===== config.mk =====
export PLATFORM = sky130hd
export DESIGN_NAME = pwg_top
export DESIGN_NICKNAME = d
export VERILOG_FILES = /design/src/pwg_pkg.sv /design/src/pwg_raw_if.sv /design/src/pwg_deadband.sv /design/src/pwg_outctl.sv /design/src/pwg_top.sv
export SDC_FILE = /design/constraint.sdc
export NUM_CORES = 1
export LEC_CHECK = 0
export BUFFER_PORTS_ARGS = -buffer_cell sky130_fd_sc_hd__buf_2
export CAP_MARGIN = 5
export CORE_ASPECT_RATIO = 1.4
export CORE_MARGIN = 4
export CORE_UTILIZATION = 51
export CTS_CLUSTER_SIZE = 24
export DETAILED_ROUTE_END_ITERATION = 7
export PLACE_DENSITY_LB_ADDON = 0.1
export REMOVE_ABC_BUFFERS = 1
export SETUP_SLACK_MARGIN = 0.2
export SLEW_MARGIN = 20
export SYNTH_ARGS = -nofsm -noshare
export SYNTH_HDL_FRONTEND = slang
export SYNTH_HIERARCHICAL = 1
export SYNTH_SLANG_ARGS = --single-unit

===== constraint.sdc =====
create_clock -name clk_sys_in -period 3 [get_ports clk_sys_in]
set_input_delay 0.75 -clock clk_sys_in [delete_from_list [all_inputs] [get_ports clk_sys_in]]
set_output_delay 0.75 -clock clk_sys_in [all_outputs]
set_load 0.01 [all_outputs]

===== src/pwg_pkg.sv =====
package pwg_pkg;

	// counter and delay widths
	localparam int CNT_W = 16;
	localparam int DB_W  = 12;

	// event bit positions in the six-event vector
	localparam int EV_ZERO   = 0;
	localparam int EV_LOAD   = 1;
	localparam int EV_A_UP   = 2;
	localparam int EV_A_DOWN = 3;
	localparam int EV_B_UP   = 4;
	localparam int EV_B_DOWN = 5;
	localparam int EV_N      = 6;

	// per-event action codes, two bits per output
	localparam logic [1:0] ACT_NONE   = 2'h0;
	localparam logic [1:0] ACT_TOGGLE = 2'h1;
	localparam logic [1:0] ACT_LOW    = 2'h2;
	localparam logic [1:0] ACT_HIGH   = 2'h3;

	// reset values
	localparam logic [15:0] CNT_RST  = 16'h0000;
	localparam logic [15:0] LOAD_RST = 16'h0000;
	localparam logic [15:0] CMP_RST  = 16'h0000;

	// counter run state
	typedef enum logic [1:0] {
		PWG_IDLE,
		PWG_DOWN,
		PWG_UP,
		PWG_UPDN_DOWN
	} pwg_cnt_state_t;

endpackage : pwg_pkg


===== src/pwg_raw_if.sv =====
`timescale 1ns/1ps

// raw pair handed from the generator to the dead-band stage
interface pwg_raw_if;
	logic raw_first;
	logic raw_second;

	modport src (output raw_first, output raw_second);
	modport dst (input raw_first, input raw_second);
endinterface : pwg_raw_if


===== src/pwg_deadband.sv =====
`timescale 1ns/1ps

// dead-band stage: bypass, or complementary pair with rising-edge delays
module pwg_deadband
	import pwg_pkg::*;
#(
	parameter int DW = DB_W
)
(
	input  wire logic          clk_sys_in,
	input  wire logic          sys_rst_in,
	pwg_raw_if.dst             raw,
	input  wire logic          db_en_in,
	input  wire logic [DW-1:0] db_rise_in,
	input  wire logic [DW-1:0] db_fall_in,
	output logic               db_first_out,
	output logic               db_second_out
);

	logic          raw_d_reg;
	logic [DW-1:0] rise_cnt_reg;
	logic [DW-1:0] fall_cnt_reg;

	// previous raw level for edge detection
	always_ff @(posedge clk_sys_in or posedge sys_rst_in)
	begin
		if (sys_rst_in)
			raw_d_reg <= 1'b0;
		else
			raw_d_reg <= raw.raw_first;
	end

	// first output: rises a programmed count after the raw rise, falls at once
	always_ff @(posedge clk_sys_in or posedge sys_rst_in)
	begin
		if (sys_rst_in)
		begin
			rise_cnt_reg <= '0;
			db_first_out <= 1'b0;
		end
		else if (!db_en_in)
		begin
			rise_cnt_reg <= '0;
			db_first_out <= raw.raw_first;
		end
		else if (!raw.raw_first)
		begin
			rise_cnt_reg <= '0;
			db_first_out <= 1'b0;
		end
		else if (!raw_d_reg)
		begin
			rise_cnt_reg <= db_rise_in;
			db_first_out <= (db_rise_in == '0);
		end
		else if (rise_cnt_reg > 1)
			rise_cnt_reg <= rise_cnt_reg - 1'b1;
		else
		begin
			rise_cnt_reg <= '0;
			db_first_out <= 1'b1;
		end
	end

	// second output: inverse of raw, rise delayed after the raw fall
	always_ff @(posedge clk_sys_in or posedge sys_rst_in)
	begin
		if (sys_rst_in)
		begin
			fall_cnt_reg  <= '0;
			db_second_out <= 1'b0;
		end
		else if (!db_en_in)
		begin
			fall_cnt_reg  <= '0;
			db_second_out <= raw.raw_second;
		end
		else if (raw.raw_first)
		begin
			fall_cnt_reg  <= '0;
			db_second_out <= 1'b0;
		end
		else if (raw_d_reg)
		begin
			fall_cnt_reg  <= db_fall_in;
			db_second_out <= (db_fall_in == '0);
		end
		else if (fall_cnt_reg > 1)
			fall_cnt_reg <= fall_cnt_reg - 1'b1;
		else
		begin
			fall_cnt_reg  <= '0;
			db_second_out <= 1'b1;
		end
	end

endmodule : pwg_deadband


===== src/pwg_outctl.sv =====
`timescale 1ns/1ps

// output control: fault masking, polarity, pin enable per signal
module pwg_outctl
	import pwg_pkg::*;
#(
	parameter int N = 2
)
(
	input  wire logic         clk_sys_in,
	input  wire logic         sys_rst_in,
	input  wire logic [N-1:0] sig_in,
	input  wire logic [N-1:0] pin_en_in,
	input  wire logic [N-1:0] invert_in,
	input  wire logic [N-1:0] fault_sel_in,
	input  wire logic         fault_in,
	output logic      [N-1:0] pin_out
);

	// fault pin arrives from outside: three stages, act when last two agree
	logic [2:0] fault_sync_reg;
	logic       fault_reg;

	always_ff @(posedge clk_sys_in or posedge sys_rst_in)
	begin
		if (sys_rst_in)
			fault_sync_reg <= 3'h0;
		else
			fault_sync_reg <= {fault_sync_reg[1:0], fault_in};
	end

	always_ff @(posedge clk_sys_in or posedge sys_rst_in)
	begin
		if (sys_rst_in)
			fault_reg <= 1'b0;
		else if (fault_sync_reg[2] == fault_sync_reg[1])
			fault_reg <= fault_sync_reg[2];
	end

	// per-pin conditioning; a disabled pin sits low, a faulted pin at its inactive level
	genvar i;
	generate
		for (i = 0; i < N; i++)
		begin : g_pin
			always_ff @(posedge clk_sys_in or posedge sys_rst_in)
			begin
				if (sys_rst_in)
					pin_out[i] <= 1'b0;
				else if (!pin_en_in[i])
					pin_out[i] <= 1'b0;
				else if (fault_sel_in[i] && fault_reg)
					pin_out[i] <= invert_in[i];
				else
					pin_out[i] <= sig_in[i] ^ invert_in[i];
			end
		end
	endgenerate

endmodule : pwg_outctl


===== src/pwg_top.sv =====
`timescale 1ns/1ps

// Contract
// - down mode: period to zero, reload, repeat
// - up/down mode: zero up to period, back
// - counter and period are sixteen bits wide
// - direction low in down, toggles in up/down
// - one-cycle pulses at zero and at period
// - down mode: period pulse follows zero pulse
// - compare units pulse when counter equals value
// - up/down matches tagged with count direction
// - compare above period never matches
// - down mode uses four events
// - up/down mode uses six events
// - compare ignored when zero or period coincide
// - first output A only, second B only
// - per-event action: keep, toggle, low, high
// - dead-band disabled passes raw outputs
// - dead-band first output delays rising edge
// - dead-band second inverted, delayed after fall
// - selected events raise the interrupt
// - separate selection makes converter trigger pulses
// - interrupt and trigger use raw events
// - per-output pin enable and polarity inversion
// - per-output fault select, one fault input
// - selected fault forces output inactive
// - synced updates take effect at zero
module pwg_top
	import pwg_pkg::*;
#(
	parameter int CW = CNT_W,
	parameter int DW = DB_W
)
(
	input  wire logic              clk_sys_in,
	input  wire logic              sys_rst_in,
	input  wire logic              run_en_in,
	input  wire logic              updown_mode_in,
	input  wire logic              sync_upd_in,
	input  wire logic [CW-1:0]     period_in,
	input  wire logic [CW-1:0]     cmp_a_in,
	input  wire logic [CW-1:0]     cmp_b_in,
	input  wire logic [2*EV_N-1:0] act_first_in,
	input  wire logic [2*EV_N-1:0] act_second_in,
	input  wire logic              db_en_in,
	input  wire logic [DW-1:0]     db_rise_in,
	input  wire logic [DW-1:0]     db_fall_in,
	input  wire logic [EV_N-1:0]   irq_sel_in,
	input  wire logic [EV_N-1:0]   trig_sel_in,
	input  wire logic [1:0]        pin_en_in,
	input  wire logic [1:0]        invert_in,
	input  wire logic [1:0]        fault_sel_in,
	input  wire logic              fault_in,
	output logic      [CW-1:0]     count_out,
	output logic                   dir_out,
	output logic                   zero_pulse_out,
	output logic                   load_pulse_out,
	output logic                   cmp_a_pulse_out,
	output logic                   cmp_b_pulse_out,
	output logic      [EV_N-1:0]   event_out,
	output logic                   irq_out,
	output logic                   adc_trig_out,
	output logic                   raw_out_first,
	output logic                   raw_out_second,
	output logic                   pin_out_first,
	output logic                   pin_out_second
);

	pwg_cnt_state_t state_reg;
	logic [CW-1:0]  cnt_reg;
	logic [CW-1:0]  period_reg;
	logic [CW-1:0]  cmp_a_reg;
	logic [CW-1:0]  cmp_b_reg;
	logic           raw_first_reg;
	logic           raw_second_reg;
	logic           raw_first_next;
	logic           raw_second_next;
	logic [EV_N-1:0] ev;
	logic           at_zero;
	logic           at_load;
	logic           match_a;
	logic           match_b;
	logic           counting;
	logic           cnt_dir;
	logic           cmp_ok;

	// active values; in sync mode staged inputs land only while idle or as the count hits zero
	always_ff @(posedge clk_sys_in or posedge sys_rst_in)
	begin
		if (sys_rst_in)
		begin
			period_reg <= LOAD_RST;
			cmp_a_reg  <= CMP_RST;
			cmp_b_reg  <= CMP_RST;
		end
		else if (!sync_upd_in || state_reg == PWG_IDLE || at_zero)
		begin
			period_reg <= period_in;
			cmp_a_reg  <= cmp_a_in;
			cmp_b_reg  <= cmp_b_in;
		end
	end

	// counter sequencing; a stop returns to idle with the count cleared
	always_ff @(posedge clk_sys_in or posedge sys_rst_in)
	begin
		if (sys_rst_in)
		begin
			state_reg <= PWG_IDLE;
			cnt_reg   <= CNT_RST;
		end
		else if (!run_en_in)
		begin
			state_reg <= PWG_IDLE;
			cnt_reg   <= CNT_RST;
		end
		else
		begin
			case (state_reg)
				PWG_IDLE:
				begin
					// start: down mode begins at the period, up/down at zero
					if (updown_mode_in)
					begin
						state_reg <= PWG_UP;
						cnt_reg   <= CNT_RST;
					end
					else
					begin
						state_reg <= PWG_DOWN;
						cnt_reg   <= period_reg;
					end
				end
				PWG_DOWN:
				begin
					if (cnt_reg == '0)
						cnt_reg <= period_reg;
					else
						cnt_reg <= cnt_reg - 1'b1;
				end
				PWG_UP:
				begin
					if (cnt_reg >= period_reg)
					begin
						state_reg <= PWG_UPDN_DOWN;
						cnt_reg   <= (cnt_reg == '0) ? cnt_reg : cnt_reg - 1'b1;
					end
					else
						cnt_reg <= cnt_reg + 1'b1;
				end
				PWG_UPDN_DOWN:
				begin
					if (cnt_reg == '0)
					begin
						state_reg <= PWG_UP;
						cnt_reg   <= (period_reg == '0) ? cnt_reg : cnt_reg + 1'b1;
					end
					else
						cnt_reg <= cnt_reg - 1'b1;
				end
				default:
				begin
					state_reg <= PWG_IDLE;
					cnt_reg   <= CNT_RST;
				end
			endcase
		end
	end

	// direction names the next step: high from zero up to just below the period,
	// low from the period down; every bottom turn reads high, the first one too
	assign counting = (state_reg != PWG_IDLE);
	assign cnt_dir  = ((state_reg == PWG_UP) && (cnt_reg < period_reg))
		|| ((state_reg == PWG_UPDN_DOWN) && (cnt_reg == '0));

	// raw counter events; mode changes only take effect through idle
	assign at_zero = counting && (cnt_reg == '0);
	assign at_load = counting && (cnt_reg == period_reg);
	// a compare above the period is masked off and never matches, even where the count reaches it
	assign match_a = counting && (cnt_reg == cmp_a_reg) && (cmp_a_reg <= period_reg);
	assign match_b = counting && (cnt_reg == cmp_b_reg) && (cmp_b_reg <= period_reg);

	// a compare landing on zero or the period is dropped from the events; the compare pulse outputs still show it
	assign cmp_ok = !at_zero && !at_load;

	// event vector; up-tagged events exist only in up/down mode
	always_comb
	begin
		ev            = '0;
		ev[EV_ZERO]   = at_zero;
		ev[EV_LOAD]   = at_load;
		ev[EV_A_UP]   = match_a && cmp_ok && cnt_dir;
		ev[EV_A_DOWN] = match_a && cmp_ok && !cnt_dir;
		ev[EV_B_UP]   = match_b && cmp_ok && cnt_dir;
		ev[EV_B_DOWN] = match_b && cmp_ok && !cnt_dir;
	end

	// apply one action code to a level
	function automatic logic apply_act(input logic cur, input logic [1:0] code);
		logic r;
		r = cur;
		case (code)
			ACT_NONE:   r = cur;
			ACT_TOGGLE: r = !cur;
			ACT_LOW:    r = 1'b0;
			ACT_HIGH:   r = 1'b1;
			default:    r = cur;
		endcase
		return r;
	endfunction : apply_act

	// action selection: zero or load beats a compare in the same cycle,
	// and each output listens only to its own comparator
	always_comb
	begin
		raw_first_next  = raw_first_reg;
		raw_second_next = raw_second_reg;
		if (ev[EV_ZERO])
		begin
			raw_first_next  = apply_act(raw_first_reg, act_first_in[2*EV_ZERO +: 2]);
			raw_second_next = apply_act(raw_second_reg, act_second_in[2*EV_ZERO +: 2]);
		end
		else if (ev[EV_LOAD])
		begin
			raw_first_next  = apply_act(raw_first_reg, act_first_in[2*EV_LOAD +: 2]);
			raw_second_next = apply_act(raw_second_reg, act_second_in[2*EV_LOAD +: 2]);
		end
		else
		begin
			if (ev[EV_A_UP])
				raw_first_next = apply_act(raw_first_reg, act_first_in[2*EV_A_UP +: 2]);
			else if (ev[EV_A_DOWN])
				raw_first_next = apply_act(raw_first_reg, act_first_in[2*EV_A_DOWN +: 2]);
			if (ev[EV_B_UP])
				raw_second_next = apply_act(raw_second_reg, act_second_in[2*EV_B_UP +: 2]);
			else if (ev[EV_B_DOWN])
				raw_second_next = apply_act(raw_second_reg, act_second_in[2*EV_B_DOWN +: 2]);
		end
	end

	// raw generator outputs; cleared while stopped so a restart is clean
	always_ff @(posedge clk_sys_in or posedge sys_rst_in)
	begin
		if (sys_rst_in)
		begin
			raw_first_reg  <= 1'b0;
			raw_second_reg <= 1'b0;
		end
		else if (!counting)
		begin
			raw_first_reg  <= 1'b0;
			raw_second_reg <= 1'b0;
		end
		else
		begin
			raw_first_reg  <= raw_first_next;
			raw_second_reg <= raw_second_next;
		end
	end

	// registered event outputs, one cycle behind the count they describe
	always_ff @(posedge clk_sys_in or posedge sys_rst_in)
	begin
		if (sys_rst_in)
		begin
			count_out       <= CNT_RST;
			dir_out         <= 1'b0;
			zero_pulse_out  <= 1'b0;
			load_pulse_out  <= 1'b0;
			cmp_a_pulse_out <= 1'b0;
			cmp_b_pulse_out <= 1'b0;
			event_out       <= '0;
		end
		else
		begin
			count_out       <= cnt_reg;
			dir_out         <= cnt_dir;
			zero_pulse_out  <= at_zero;
			load_pulse_out  <= at_load;
			cmp_a_pulse_out <= match_a;
			cmp_b_pulse_out <= match_b;
			event_out       <= ev;
		end
	end

	// interrupt and trigger from raw events, ahead of any dead-band delay
	always_ff @(posedge clk_sys_in or posedge sys_rst_in)
	begin
		if (sys_rst_in)
		begin
			irq_out      <= 1'b0;
			adc_trig_out <= 1'b0;
		end
		else
		begin
			irq_out      <= |(ev & irq_sel_in);
			adc_trig_out <= |(ev & trig_sel_in);
		end
	end

	assign raw_out_first  = raw_first_reg;
	assign raw_out_second = raw_second_reg;

	pwg_raw_if raw_bus ();
	assign raw_bus.raw_first  = raw_first_reg;
	assign raw_bus.raw_second = raw_second_reg;

	logic db_first;
	logic db_second;

	// dead-band pair shaping
	pwg_deadband #(.DW(DW)) u_db (
		.clk_sys_in    (clk_sys_in),
		.sys_rst_in    (sys_rst_in),
		.raw           (raw_bus),
		.db_en_in      (db_en_in),
		.db_rise_in    (db_rise_in),
		.db_fall_in    (db_fall_in),
		.db_first_out  (db_first),
		.db_second_out (db_second)
	);

	logic [1:0] pins;

	// final conditioning toward the gate driver
	pwg_outctl #(.N(2)) u_oc (
		.clk_sys_in   (clk_sys_in),
		.sys_rst_in   (sys_rst_in),
		.sig_in       ({db_second, db_first}),
		.pin_en_in    (pin_en_in),
		.invert_in    (invert_in),
		.fault_sel_in (fault_sel_in),
		.fault_in     (fault_in),
		.pin_out      (pins)
	);

	assign pin_out_first  = pins[0];
	assign pin_out_second = pins[1];

endmodule : pwg_top


==> parameters.txt, run 1 <==
Parameter                              Value

Run status
  Outcome ... completed

Critical path
  Cell family with the largest share of critical-path delay ... compound AO/OA/AOI/OAI gates
  Type of element launching the critical path ... register
  Cell-by-cell listing of the critical path ... inv_2 -> ha_4 -> nand4_1 -> or2_4 -> a211o_1 -> nand4bb_4 -> a21boi_4 -> buf_6 -> o31ai_4 -> nand2_1 -> a31oi_1 -> mux2_2
  Max incr delay on CP ... between 0.3 and 0.4 ns
  Data required time at the worst endpoint ... 3.30 ns
  Bufs and invs on worst path ... 2
  Startpoint-to-endpoint class of the critical path ... register to register
  Critical path fanouts, max ... 5
  CP endpoint kind ... register
  Critical-path top delay cell ... dfrtp_1
  WP data arrival ... 3.11 ns

Synth
  Distinct cells, synth ... 78
  Most instantiated flip-flop cell in the synthesis netlist ... dfrtp_1
  Simple-gate portion of the synthesized area ... around 18%
  Synthesized flop and latch total ... 128
  Most numerous cell in the Yosys netlist ... dfrtp_1
  YS warnings ... 6
  Post-Syn Area ... 8130 um^2
  Cell taking the most area after synthesis ... dfrtp_1
  Ys async rst share ... 100%
  Arithmetic-cell share of the synthesized area counting full adders, half adders and majority gates ... 8.45%
  Synth Area in XOR/XNOR ... 6.79%
  Share of synthesized area occupied by flip-flops and latches ... 39.4%
  Mean post-synth cell area ... 9.72 um^2
  Mux contribution to synthesized area ... under 10%
  Leading post-synthesis cells by cell area ... dfrtp_1 39%, ha_1 8.3%, mux2_2 6.8%
  Most used standard cells in the synthesized netlist ... 128 x dfrtp_1, 75 x nand2_1, 55 x a21oi_1
  Number of instances in the synthesized netlist ... roughly 840
  Fraction of synthesized cell area taken by the top area cell type ... slightly below 40%
  Share of the synthesized area in compound gates (AO/OA/AOI/OAI) ... 15.4%
  Count of flip-flops with a built-in enable after synthesis ... 0
  Largest family of logic cells by synthesized area ... simple AND/OR/NAND/NOR gates

Timing
  Fin crit share ... 93.6%
  Highest achievable clock rate ... 356 MHz
  Final Slew Violations ... 0
  Fin crit period ... approximately 2.8 ns
  Setup-violating endpoint count in the final report ... 0
  Clk_skew ... around 0.0090 ns
  Count of endpoints failing hold in the final timing report ... 0
  Setup repair after global routing missed its margin ... yes
  Worst max-slew margin expressed relative to the limit ... 48.3%
  Worst Hold Slack ... 0.270 ns
  Final Worst Setup Slack ... a little under 0.2 ns
  Slew at the pin closest to its max-slew limit ... ~0.77 ns

Pwr
  Relative contribution of combinational cells to total power ... 39.2%
  Part of the power in the clock network ... 28.5%
  Worst-case vdd ir drop ... roughly 450 uV
  Static Leak ... ~4.8 nW
  Reg power frac ... 32.2%
  Internal power ... 4.37 mW
  Switching Power ... 2.46 mW
  Switching share of total power ... 36.0%
  Ratio of total power to cell area ... 657 nW/um^2
  Total chip power ... 6.83 mW

Placement
  Global placer's final weighted congestion ... 0.934
  Half-perimeter wire length of the detailed placement result ... 18.4 mm
  Quantity of I/O buffers inserted on ports ... 145
  Setup slack at placement ... 0.0845 ns

Final layout
  Share of final-layout standard cells stronger than drive strength 1 ... a little over a third
  Number of nets in the finished design ... 1,210
  Number of inserted diodes ... 0
  Synthesis-to-finish area growth ... 27.8%

CTS
  Clk Tree Root Cell ... clkbuf_16
  Clock sink count ... 128
  Clock tree from TritonCTS ... yes
  Longest Clk Path Bufs ... 2
  Reg clk slew, reported paths ... 0.06 ns
  Cts bufs inserted ... 17
  Cts hold-fix bufs ... 0
  Number of H-tree levels ... 4
  Insertion delay to the later sink of the worst-skew pair ... roughly 0.42 ns

Global route
  Initial antenna violation count ... 0
  Remaining Overflow, GRT ... 0
  Pin count of the biggest net entering global routing ... 64
  Wire length of the first global-routing pass ... 37.4 mm
  Via count of the first global-routing pass ... 7,266
  Global-route usage over all layers ... 27.0%

Floorplan
  Height of the die ... 157 um
  Die width ... 115 um
  Initial standard-cell utilization of the core ... 52.1%
  Core area ... roughly 16,000 um^2
  Core Rows ... 54
  Boundary pin count ... 154
  Area of the die ... 18,000 um^2

Detailed routing
  Vias per std cell ... 5.93
  Total Wirelength ... 24.4 mm
  Post-detailed-route count of antenna-violating nets ... 0
  First drt pass iteration count ... 6
  DRC violation count after routing ... 0
  Total via count in the routed design ... 7,371
  DRT iter0 DRCs ... 652
  Drt wl/cell ... 19.6 um

Job
  Count of max-cap constraint violations ... 0

Worst hold path
  Worst hold path type ... primary input to asynchronous set/reset pin
## power by group through the flow
stage / Combinational (mW) / Sequential (mW) / Clock, mW
after floorplan: 1.49 / 2.29 / 0
after global placement: 2.39 / 2.21 / 0
after detailed placement: 2.42 / 2.21 / 0
after CTS: 2.48 / 2.19 / 1.99
after global routing: 2.93 / 2.23 / 2.05
final: 2.68 / 2.20 / 1.95
## kinds of logic (layout without fill, tap and decap cells)
family / count (synthesis) / after routing
flops: 128 / 128
xor+xnor: 63 / 63
fa+ha+maj: 55 / 55
simple gates: 266 / 266
buf+inv: 84 / 296
compound gates: 185 / 185
mux: 55 / 55
## stage by stage
stage                     area [um^2]  util, %  cells  setup TNS (ns)
final                           10400     66.6   1244               0
after global placement           9360     60.0   1195               0
after CTS                       10000     64.1   1228               0
after detailed placement         9360     60.0   1195               0
after global routing            10400     66.6   1244               0
after floorplan                  7880        -    790          -26.34
## path summary, 6_finish.rpt
check	cells after the start	slack, ns	endpoint	startpoint
setup reg to reg	12	0.19	raw_out_second	period_reg[10]
setup / recovery	12	0.19	raw_out_second	period_reg[10]
min in group clk_sys_in	0	0.36	u_oc/fault_sync_reg[1]	u_oc/fault_sync_reg[0]
max in group asynchronous	3	1.93	count_out[15]	sys_rst_in
hold reg to reg	0	0.36	u_oc/fault_sync_reg[1]	u_oc/fault_sync_reg[0]
hold / removal	2	0.27	u_oc/pin_out[1]	sys_rst_in
## what timing repair did
item / CTS / global route
gates cloned: 0 / 1
setup buffers: 1 / 15
pin swaps: 2 / 20
gates resized for setup: 14 / 48
endpoints found under the setup margin: 13 / 20
## cell usage in the layout (no fill, tap or decap), types with 7 or more instances in the layout
master / n
buf_2: 145
dfrtp_1: 127
buf_4: 75
nand2_1: 74
a21oi_1: 52
mux2_2: 49
ha_1: 44
xnor2_1: 38
nor2_1: 36
inv_1: 28
nand3_1: 25
o21ai_0: 24
xor2_1: 23
nor3_1: 22
nand4_1: 22
nor4_1: 19
clkbuf_16: 17
o211ai_1: 12
ha_4: 10
inv_2: 9
and3_1: 9
a21o_1: 8
nor2b_1: 8
o21ai_1: 7
## layout make-up
type	count	area (um^2)
Sequential cell	128	3200
Fill cell	1296	5220
Inverter	38	145
Clock buffer	22	474
Clock inverter	10	86.3
Timing Repair Buffer	226	1370
Multi-Input combinational cell	624	4860
Tap cell	196	245
## worst reg2reg max path: stages (launching register included)
cell	delay, ns
dfrtp_1	0.37
inv_2	0.07
ha_4	0.28
nand4_1	0.17
or2_4	0.31
a211o_1	0.33
nand4bb_4	0.14
a21boi_4	0.08
buf_6	0.13
o31ai_4	0.17
nand2_1	0.08
a31oi_1	0.21
mux2_2	0.36
## routing by layer
metal | track usage (%) | wire, um
met3 | 4.85 | 1430
met5 | 0 | 0
met2 | 47.3 | 12300
met1 | 30.9 | 9250
met4 | 14.8 | 1370
No activity file was read; power rests on OpenSTA's default activity.
==> run 2, diff against run 1 <==
--- a/config.mk
+++ b/config.mk
@@ -5,11 +5,12 @@
 export SDC_FILE = /design/constraint.sdc
 export NUM_CORES = 1
 export LEC_CHECK = 0
+export ABC_AREA = 1
 export BUFFER_PORTS_ARGS = -buffer_cell sky130_fd_sc_hd__buf_2
 export CAP_MARGIN = 5
 export CORE_ASPECT_RATIO = 1.4
 export CORE_MARGIN = 4
-export CORE_UTILIZATION = 51
+export CORE_UTILIZATION = 52
 export CTS_CLUSTER_SIZE = 24
 export DETAILED_ROUTE_END_ITERATION = 7
 export PLACE_DENSITY_LB_ADDON = 0.1
==> parameters.txt, run 2 <==
Parameter                              Value

Timing
  Fin crit share ... 82.8% (-11 points)
  Highest achievable clock rate ... 402 MHz (+13%)
  Worst max-slew margin expressed relative to the limit ... 50.8% (+2.5 points)
  Fin crit period ... 2.48 ns (-0.322 ns)
  Clk_skew ... 0.0124 ns (+0.00344 ns)
  Setup-violating endpoint count in the final report ... 0 (unchanged)
  Slew at the pin closest to its max-slew limit ... 0.731 ns (-0.0366 ns)
  Final Slew Violations ... 0 (unchanged)
  Setup repair after global routing missed its margin ... no
  Count of endpoints failing hold in the final timing report ... 0 (unchanged)
  Setup tns final ... 0 ns (unchanged)
  Worst Hold Slack ... 0.272 ns (+0.00116 ns)

Final layout
  Synthesis-to-finish area growth ... 18.9%
  Most common library cell in the layout ignoring fill and taps ... nand2_1
  Commonest non-fill, non-tap cells in the layout ... 313 x nand2_1, 145 x buf_2, 128 x nor2_1, 128 x dfrtp_1, 124 x inv_1
  Number of nets in the finished design ... 1,554 (+28%)
  Number of inserted diodes ... 0 (unchanged)
  Share of final-layout standard cells stronger than drive strength 1 ... 20.5% (-15 points)
  Filler cell count in the final layout ... 1,594 (+23%)

Floorplan
  Core area ... 16,800 um^2 (+7.7%)
  Core Rows ... 56 (+3.7%)
  Die width ... 119 um (+3.5%)
  Height of the die ... 163 um (+3.6%)
  Initial standard-cell utilization of the core ... 53.0% (+0.97 points)
  Boundary pin count ... 154 (unchanged)
  Area of the die ... 19,300 um^2 (+7.2%)

Global route
  Via count of the first global-routing pass ... 8,422 (+16%)
  Global-route usage over all layers ... 29.0% (+2.0 points)
  Initial antenna violation count ... 0 (unchanged)
  Remaining Overflow, GRT ... 0 (unchanged)
  Wire length of the first global-routing pass ... 43.8 mm (+17%)
  Pin count of the biggest net entering global routing ... 56 (-13%)

CTS
  Reg clk slew, reported paths ... 0.06 ns (about the same)
  Cts hold-fix bufs ... 0 (unchanged)
  Cells resized by post-CTS repair ... 0 (-14)
  Clk Tree Root Cell ... clkbuf_16
  Insertion delay to the later sink of the worst-skew pair ... 0.43 ns (about the same)
  Longest Clk Path Bufs ... 2 (unchanged)
  Clock tree from TritonCTS ... yes
  Number of H-tree levels ... 4 (unchanged)
  Cts bufs inserted ... 17 (unchanged)
  Number of post-CTS setup repair buffers ... 0 (-1)
  Clock sink count ... 128 (unchanged)

Critical path
  Critical Path Stages ... 16 (+4)
  Bufs and invs on worst path ... 5 (+3)
  FF-to-FF Start ... period_reg[14]
  Cell-by-cell listing of the critical path ... inv_1 -> ha_1 -> nand2_1 -> nor2_1 -> nand4_1 -> nor2_1 -> inv_1 -> nand3_1 -> inv_1 -> nand2_1 -> nand2_2 -> inv_1 -> buf_4 -> nor2_1 -> a211oi_1 -> nor2_1
  WP data arrival ... 2.80 ns (-0.31 ns)
  Cells on worst reg2reg path ... 16 (+4)
  Cell family with the largest share of critical-path delay ... simple AND/OR/NAND/NOR gates
  Startpoint of the worst setup timing path ... period_reg[14]
  Max incr delay on CP ... 0.40 ns (+0.03 ns)
  Startpoint-to-endpoint class of the critical path ... register to register
  Terminus of the critical flop-to-flop path ... cnt_reg[4]
  Worst reg-to-reg setup slack ... 0.52 ns (+0.32 ns)
  Data required time at the worst endpoint ... 3.31 ns (about the same)
  Type of element launching the critical path ... register
  Critical path fanouts, max ... 5 (unchanged)
  Critical path endpoint ... cnt_reg[4]
  Critical-path top delay cell ... dfrtp_1
  CP endpoint kind ... register

Synth
  Most numerous cell in the Yosys netlist ... nand2_1
  Post-Syn Area ... 8920 um^2 (+9.7%)
  Synthesized flop and latch total ... 128 (unchanged)
  YS warnings ... 6 (unchanged)
  Mean post-synth cell area ... 7.35 um^2 (-24%)
  Ys async rst share ... 100% (unchanged)
  Count of flip-flops with a built-in enable after synthesis ... 0 (unchanged)
  Leading post-synthesis cells by cell area ... dfrtp_1 36%, nand2_1 13%, ha_1 7.6%
  Number of instances in the synthesized netlist ... 1,213 (+45%)
  Most used standard cells in the synthesized netlist ... 313 x nand2_1, 128 x dfrtp_1, 128 x nor2_1
  Share of synthesized area occupied by flip-flops and latches ... 35.9% (-3.5 points)
  Most instantiated flip-flop cell in the synthesis netlist ... dfrtp_1
  Fraction of synthesized cell area taken by the top area cell type ... 35.9% (-3.5 points)
  Cell taking the most area after synthesis ... dfrtp_1
  Distinct cells, synth ... 54 (-31%)

Pwr
  Ratio of total power to cell area ... 679 nW/um^2 (+3.2%)
  Static Leak ... 5.59 nW (+16%)
  Worst-case vdd ir drop ... 369 uV (-18%)

Detailed routing
  Vias per std cell ... 5.53 (-6.7%)
  Drt wl/cell ... 17.4 um (-11%)
  DRC violation count after routing ... 0 (unchanged)
  Post-detailed-route count of antenna-violating nets ... 0 (unchanged)
  DRT iter0 DRCs ... 678 (+4.0%)
  Total Wirelength ... 27.8 mm (+14%)
  First drt pass iteration count ... 5 (-1)
  Total via count in the routed design ... 8,815 (+20%)

Placement
  Quantity of I/O buffers inserted on ports ... 145 (unchanged)
  Half-perimeter wire length of the detailed placement result ... 21.7 mm (+18%)
  Global placer's final weighted congestion ... 0.940 (+0.60%)

Job
  Count of max-cap constraint violations ... 0 (unchanged)

Worst hold path
  Worst hold path type ... primary input to asynchronous set/reset pin

Run status
  Outcome ... completed
-- run 2: cell count changes in the layout (fill, tap and decap cells not counted), moves of 11 or more --
| cell | delta |
|---|---|
| a21oi_1 | +12 |
| buf_4 | -36 |
| inv_1 | +96 |
| mux2_2 | -45 |
| nand2_1 | +239 |
| nand3_1 | +31 |
| nand4_1 | +15 |
| nor2_1 | +92 |
| nor2_2 | +12 |
| nor4_1 | -16 |
| o211ai_1 | -11 |
| o21ai_0 | +76 |
| xnor2_1 | -29 |
-- run 2: cell type report --
type	instances	area, um^2	area share [%]
clock buffer	20	467	4.40
clock inverter	12	131	1.24
inverter	136	527	4.97
multi-input combinational	911	4980	47.0
sequential	128	3200	30.2
tap	203	254	2.40
timing repair buffer	185	1040	9.79
-- run 2: logic make-up (layout without fill, tap and decap cells) --
| group | Yosys count | in the layout | share of synthesized area, % |
|---|---|---|---|
| multiplexers | 4 | 4 | 0.505 |
| AND/OR/NAND/NOR | 611 | 611 | 31.6 |
| flip-flops | 128 | 128 | 35.9 |
| XOR/XNOR | 36 | 36 | 3.54 |
| AO/OA/AOI/OAI | 206 | 206 | 12.5 |
| buffers and inverters | 174 | 353 | 8.42 |
| adder cells (fa/ha/maj) | 54 | 54 | 7.58 |
-- run 2: worst min path at each step --
stage,cells after the start,endpoint
floorplan,0,u_oc/fault_sync_reg[1]
global placement,0,u_oc/fault_sync_reg[1]
CTS,2,u_oc/pin_out[1]
finish,2,u_oc/pin_out[0]
global route,2,u_oc/fault_reg
detailed placement,0,u_oc/fault_sync_reg[1]
-- run 2: metal layers --
metal | up-vias | wire length (um) | global-route usage [%]
met5 | - | 0 | 0
met1 | 4051 | 11000 | 33.7
met2 | 350 | 14000 | 51.6
met4 | 0 | 1330 | 15.2
met3 | 93 | 1490 | 4.24
li1 | 4321 | - | -
-- run 2: power breakdown --
part | internal [mW] | leakage (nW) | total [mW] | switching, mW
logic | 1.02 | 3.67 | 2.86 | 1.84
registers | 1.99 | 1.64 | 2.22 | 0.231
clock network | 1.29 | 0.285 | 2.11 | 0.823
total | 4.31 | 5.59 | 7.20 | 2.89
-- run 2: per-stage QoR --
stage	std cells	utilization [%]	instance area, um^2	setup WS [ns]	total power [mW]
3_3_place_gp	1563	59.5	10000	0.515	5.03
4_1_cts	1595	63.0	10600	0.516	7.21
3_5_place_dp	1563	59.5	10000	0.515	5.08
5_1_grt	1595	63.1	10600	0.274	7.69
6_report	1595	63.1	10600	0.515	7.20
2_1_floorplan	1175	-	8690	-0.575	4.18
==> run 3, diff against run 2 <==
--- a/config.mk
+++ b/config.mk
@@ -10,7 +10,7 @@
 export CAP_MARGIN = 5
 export CORE_ASPECT_RATIO = 1.4
 export CORE_MARGIN = 4
-export CORE_UTILIZATION = 52
+export CORE_UTILIZATION = 55
 export CTS_CLUSTER_SIZE = 24
 export DETAILED_ROUTE_END_ITERATION = 7
 export PLACE_DENSITY_LB_ADDON = 0.1
==> constraint.sdc (replaced) <==
create_clock -name clk_sys_in -period 2.51 [get_ports clk_sys_in]
set_input_delay 0.6275 -clock clk_sys_in [delete_from_list [all_inputs] [get_ports clk_sys_in]]
set_output_delay 0.6275 -clock clk_sys_in [all_outputs]
set_load 0.01 [all_outputs]
==> parameters.txt, run 3 (synthesis gave the netlist of run 2 again) <==
Parameter                              Value

Timing
  Clk_skew ... 0.00897 ns (-0.00342 ns)
  Slew at the pin closest to its max-slew limit ... 0.553 ns (-0.179 ns)
  Setup-violating endpoint count in the final report ... 0 (unchanged)
  Count of endpoints failing hold in the final timing report ... 0 (unchanged)
  Fin crit period ... 2.30 ns (-0.182 ns)
  Fin crit share ... 91.7% (+8.9 points)
  Worst Hold Slack ... 0.157 ns (-0.114 ns)
  Setup tns final ... 0 ns (unchanged)
  Final Slew Violations ... 0 (unchanged)
  Setup repair after global routing missed its margin ... yes
  Highest achievable clock rate ... 434 MHz (+7.9%)
  Worst max-slew margin expressed relative to the limit ... 63.2% (+12 points)
  Final Worst Setup Slack ... 0.207 ns (-0.308 ns)

Global route
  Initial antenna violation count ... 0 (unchanged)
  Pin count of the biggest net entering global routing ... 35 (-38%)
  Remaining Overflow, GRT ... 0 (unchanged)
  Global-route usage over all layers ... 30.8% (+1.8 points)
  Wire length of the first global-routing pass ... 43.6 mm (-0.36%)
  Via count of the first global-routing pass ... 8,554 (+1.6%)

Critical path
  Cells on worst reg2reg path ... 17 (+1)
  Startpoint-to-endpoint class of the critical path ... register to register
  Critical Path Stages ... 17 (+1)
  Cell family with the largest share of critical-path delay ... simple AND/OR/NAND/NOR gates
  Critical Path Most Common Cell ... nand2_1
  Critical-path top delay cell ... dfrtp_1
  Critical path fanouts, max ... 6 (+1)
  WP data arrival ... 2.62 ns (-0.18 ns)
  Type of element launching the critical path ... register
  Max incr delay on CP ... 0.38 ns (-0.02 ns)
  Bufs and invs on worst path ... 5 (unchanged)
  Data required time at the worst endpoint ... 2.83 ns (-0.48 ns)
  Cell-by-cell listing of the critical path ... inv_2 -> ha_4 -> nand2_2 -> nor2_4 -> nand4_1 -> nor2_2 -> buf_6 -> nand2_4 -> nand2_4 -> clkinv_4 -> buf_6 -> nand4_1 -> nand3_1 -> nand2_1 -> inv_1 -> nand2_1 -> nand2_1
  CP endpoint kind ... register

Final layout
  Filler cell count in the final layout ... 1,288 (-19%)
  Most common library cell in the layout ignoring fill and taps ... nand2_1
  Footprint of the flip-flops and latches ... 3200 um^2 (unchanged)
  Share of final-layout standard cells stronger than drive strength 1 ... 27.4% (+7.0 points)
  Total area of multi-input combinational cells ... 5290 um^2 (+6.3%)
  Number of nets in the finished design ... 1,603 (+3.2%)
  Final std cell area, no fill ... 11,300 um^2 (+6.9%)
  Synthesis-to-finish area growth ... 27.1%
  Commonest non-fill, non-tap cells in the layout ... 300 x nand2_1, 145 x buf_2, 128 x dfrtp_1
  Number of inserted diodes ... 0 (unchanged)
  Final standard cell count with taps included and fillers excluded ... 1,635 (+2.5%)

Worst hold path
  Worst hold path type ... primary input to asynchronous set/reset pin

CTS
  Insertion delay to the later sink of the worst-skew pair ... 0.43 ns (about the same)
  Number of H-tree levels ... 4 (unchanged)
  Cts hold-fix bufs ... 0 (unchanged)
  Clock sink count ... 128 (unchanged)
  Longest Clk Path Bufs ... 2 (unchanged)
  Reg clk slew, reported paths ... 0.06 ns (about the same)
  Clk Tree Root Cell ... clkbuf_16
  Cts bufs inserted ... 17 (unchanged)
  Clock tree from TritonCTS ... yes

Floorplan
  Die width ... 116 um (-2.6%)
  Boundary pin count ... 154 (unchanged)
  Core area ... 15,700 um^2 (-6.4%)
  Area of the die ... 18,300 um^2 (-5.1%)
  Core Rows ... 54 (-3.6%)
  Height of the die ... 159 um (-2.6%)
  Initial standard-cell utilization of the core ... 56.7% (+3.6 points)

Placement
  Quantity of I/O buffers inserted on ports ... 145 (unchanged)
  Half-perimeter wire length of the detailed placement result ... 22.2 mm (+2.2%)
  Global placer's final weighted congestion ... 0.948 (+0.86%)
  Setup slack at placement ... 0.0724 ns (-0.443 ns)
  Total instance count after detailed placement ... 1,577 (+0.90%)
  Placed cell area ... 10,200 um^2 (+2.0%)

Run status
  Outcome ... completed

Detailed routing
  Vias per std cell ... 5.55 (+0.40%)
  Drt wl/cell ... 17.7 um (+1.2%)
  Total Wirelength ... 28.9 mm (+3.8%)
  Total via count in the routed design ... 9,072 (+2.9%)
  DRT iter0 DRCs ... 678 (unchanged)
  Post-detailed-route count of antenna-violating nets ... 0 (unchanged)
  DRC violation count after routing ... 0 (unchanged)
  First drt pass iteration count ... 6 (+1)

Pwr
  Static Leak ... 5.87 nW (+4.9%)
  Ratio of total power to cell area ... 776 nW/um^2 (+14%)
  Worst-case vdd ir drop ... 502 uV (+36%)

Job
  Count of max-cap constraint violations ... 0 (unchanged)
==> run 3: changes by cell type in the layout (fill, tap and decap cells not counted), moves of 9 or more <==
cell and delta:
inv_2 +10, buf_6 +13, buf_4 +31, nand2_1 -13, ha_1 -10, inv_1 -13
ha_4 +9, nand2_2 +10
==> run 3: routing by layer <==
layer	wire length (um)	part of all wire (%)	global-route usage [%]
met1	11000	38	36.8
met2	14700	51	54.0
met4	1280	4.4	15.6
met5	0	0	0
met3	1920	6.6	4.14
==> run 3: final timing paths <==
| kind | startpoint | end | slack (ns) |
|---|---|---|---|
| setup / recovery | period_reg[7] | raw_out_first | 0.21 |
| hold / removal | sys_rst_in | u_oc/pin_out[0] | 0.16 |
| setup reg to reg | period_reg[7] | raw_out_first | 0.21 |
| hold reg to reg | u_oc/fault_sync_reg[0] | u_oc/fault_sync_reg[1] | 0.37 |
| max in group asynchronous | sys_rst_in | count_out[12] | 1.70 |
| min in group clk_sys_in | fault_in | u_oc/fault_sync_reg[0] | 0.31 |
==> run 3: power breakdown <==
group	switching (mW)	total (mW)	internal, mW
logic	2.35	3.81	1.46
registers	0.270	2.65	2.38
clock network	0.968	2.34	1.37
==> run 3: what timing repair did <==
action                                  in CTS  in global routing
gates resized for setup                     15                 82
cloned                                       0                  1
buffers inserted                             1                 26
pin swaps                                    3                 22
endpoints found under the setup margin      19                 27
==> run 3: final cells by class <==
class,count,area share (%)
well taps,196,2.16
multi-input cells,911,46.7
repair buffers,234,13.4
inverters,136,4.74
flip-flops and latches,128,28.3
clock buffers,20,3.94
clock inverters,10,0.795
==> run 3: metrics by stage <==
| step | total power, mW | utilization, % |
|---|---|---|
| 4_1_cts | 8.55 | 68.5 |
| 6_report | 8.80 | 72.0 |
| 5_1_grt | 9.36 | 72.0 |
| 3_5_place_dp | 6.16 | 64.8 |
| 3_3_place_gp | 6.09 | 64.8 |
| 2_1_floorplan | 4.99 | - |
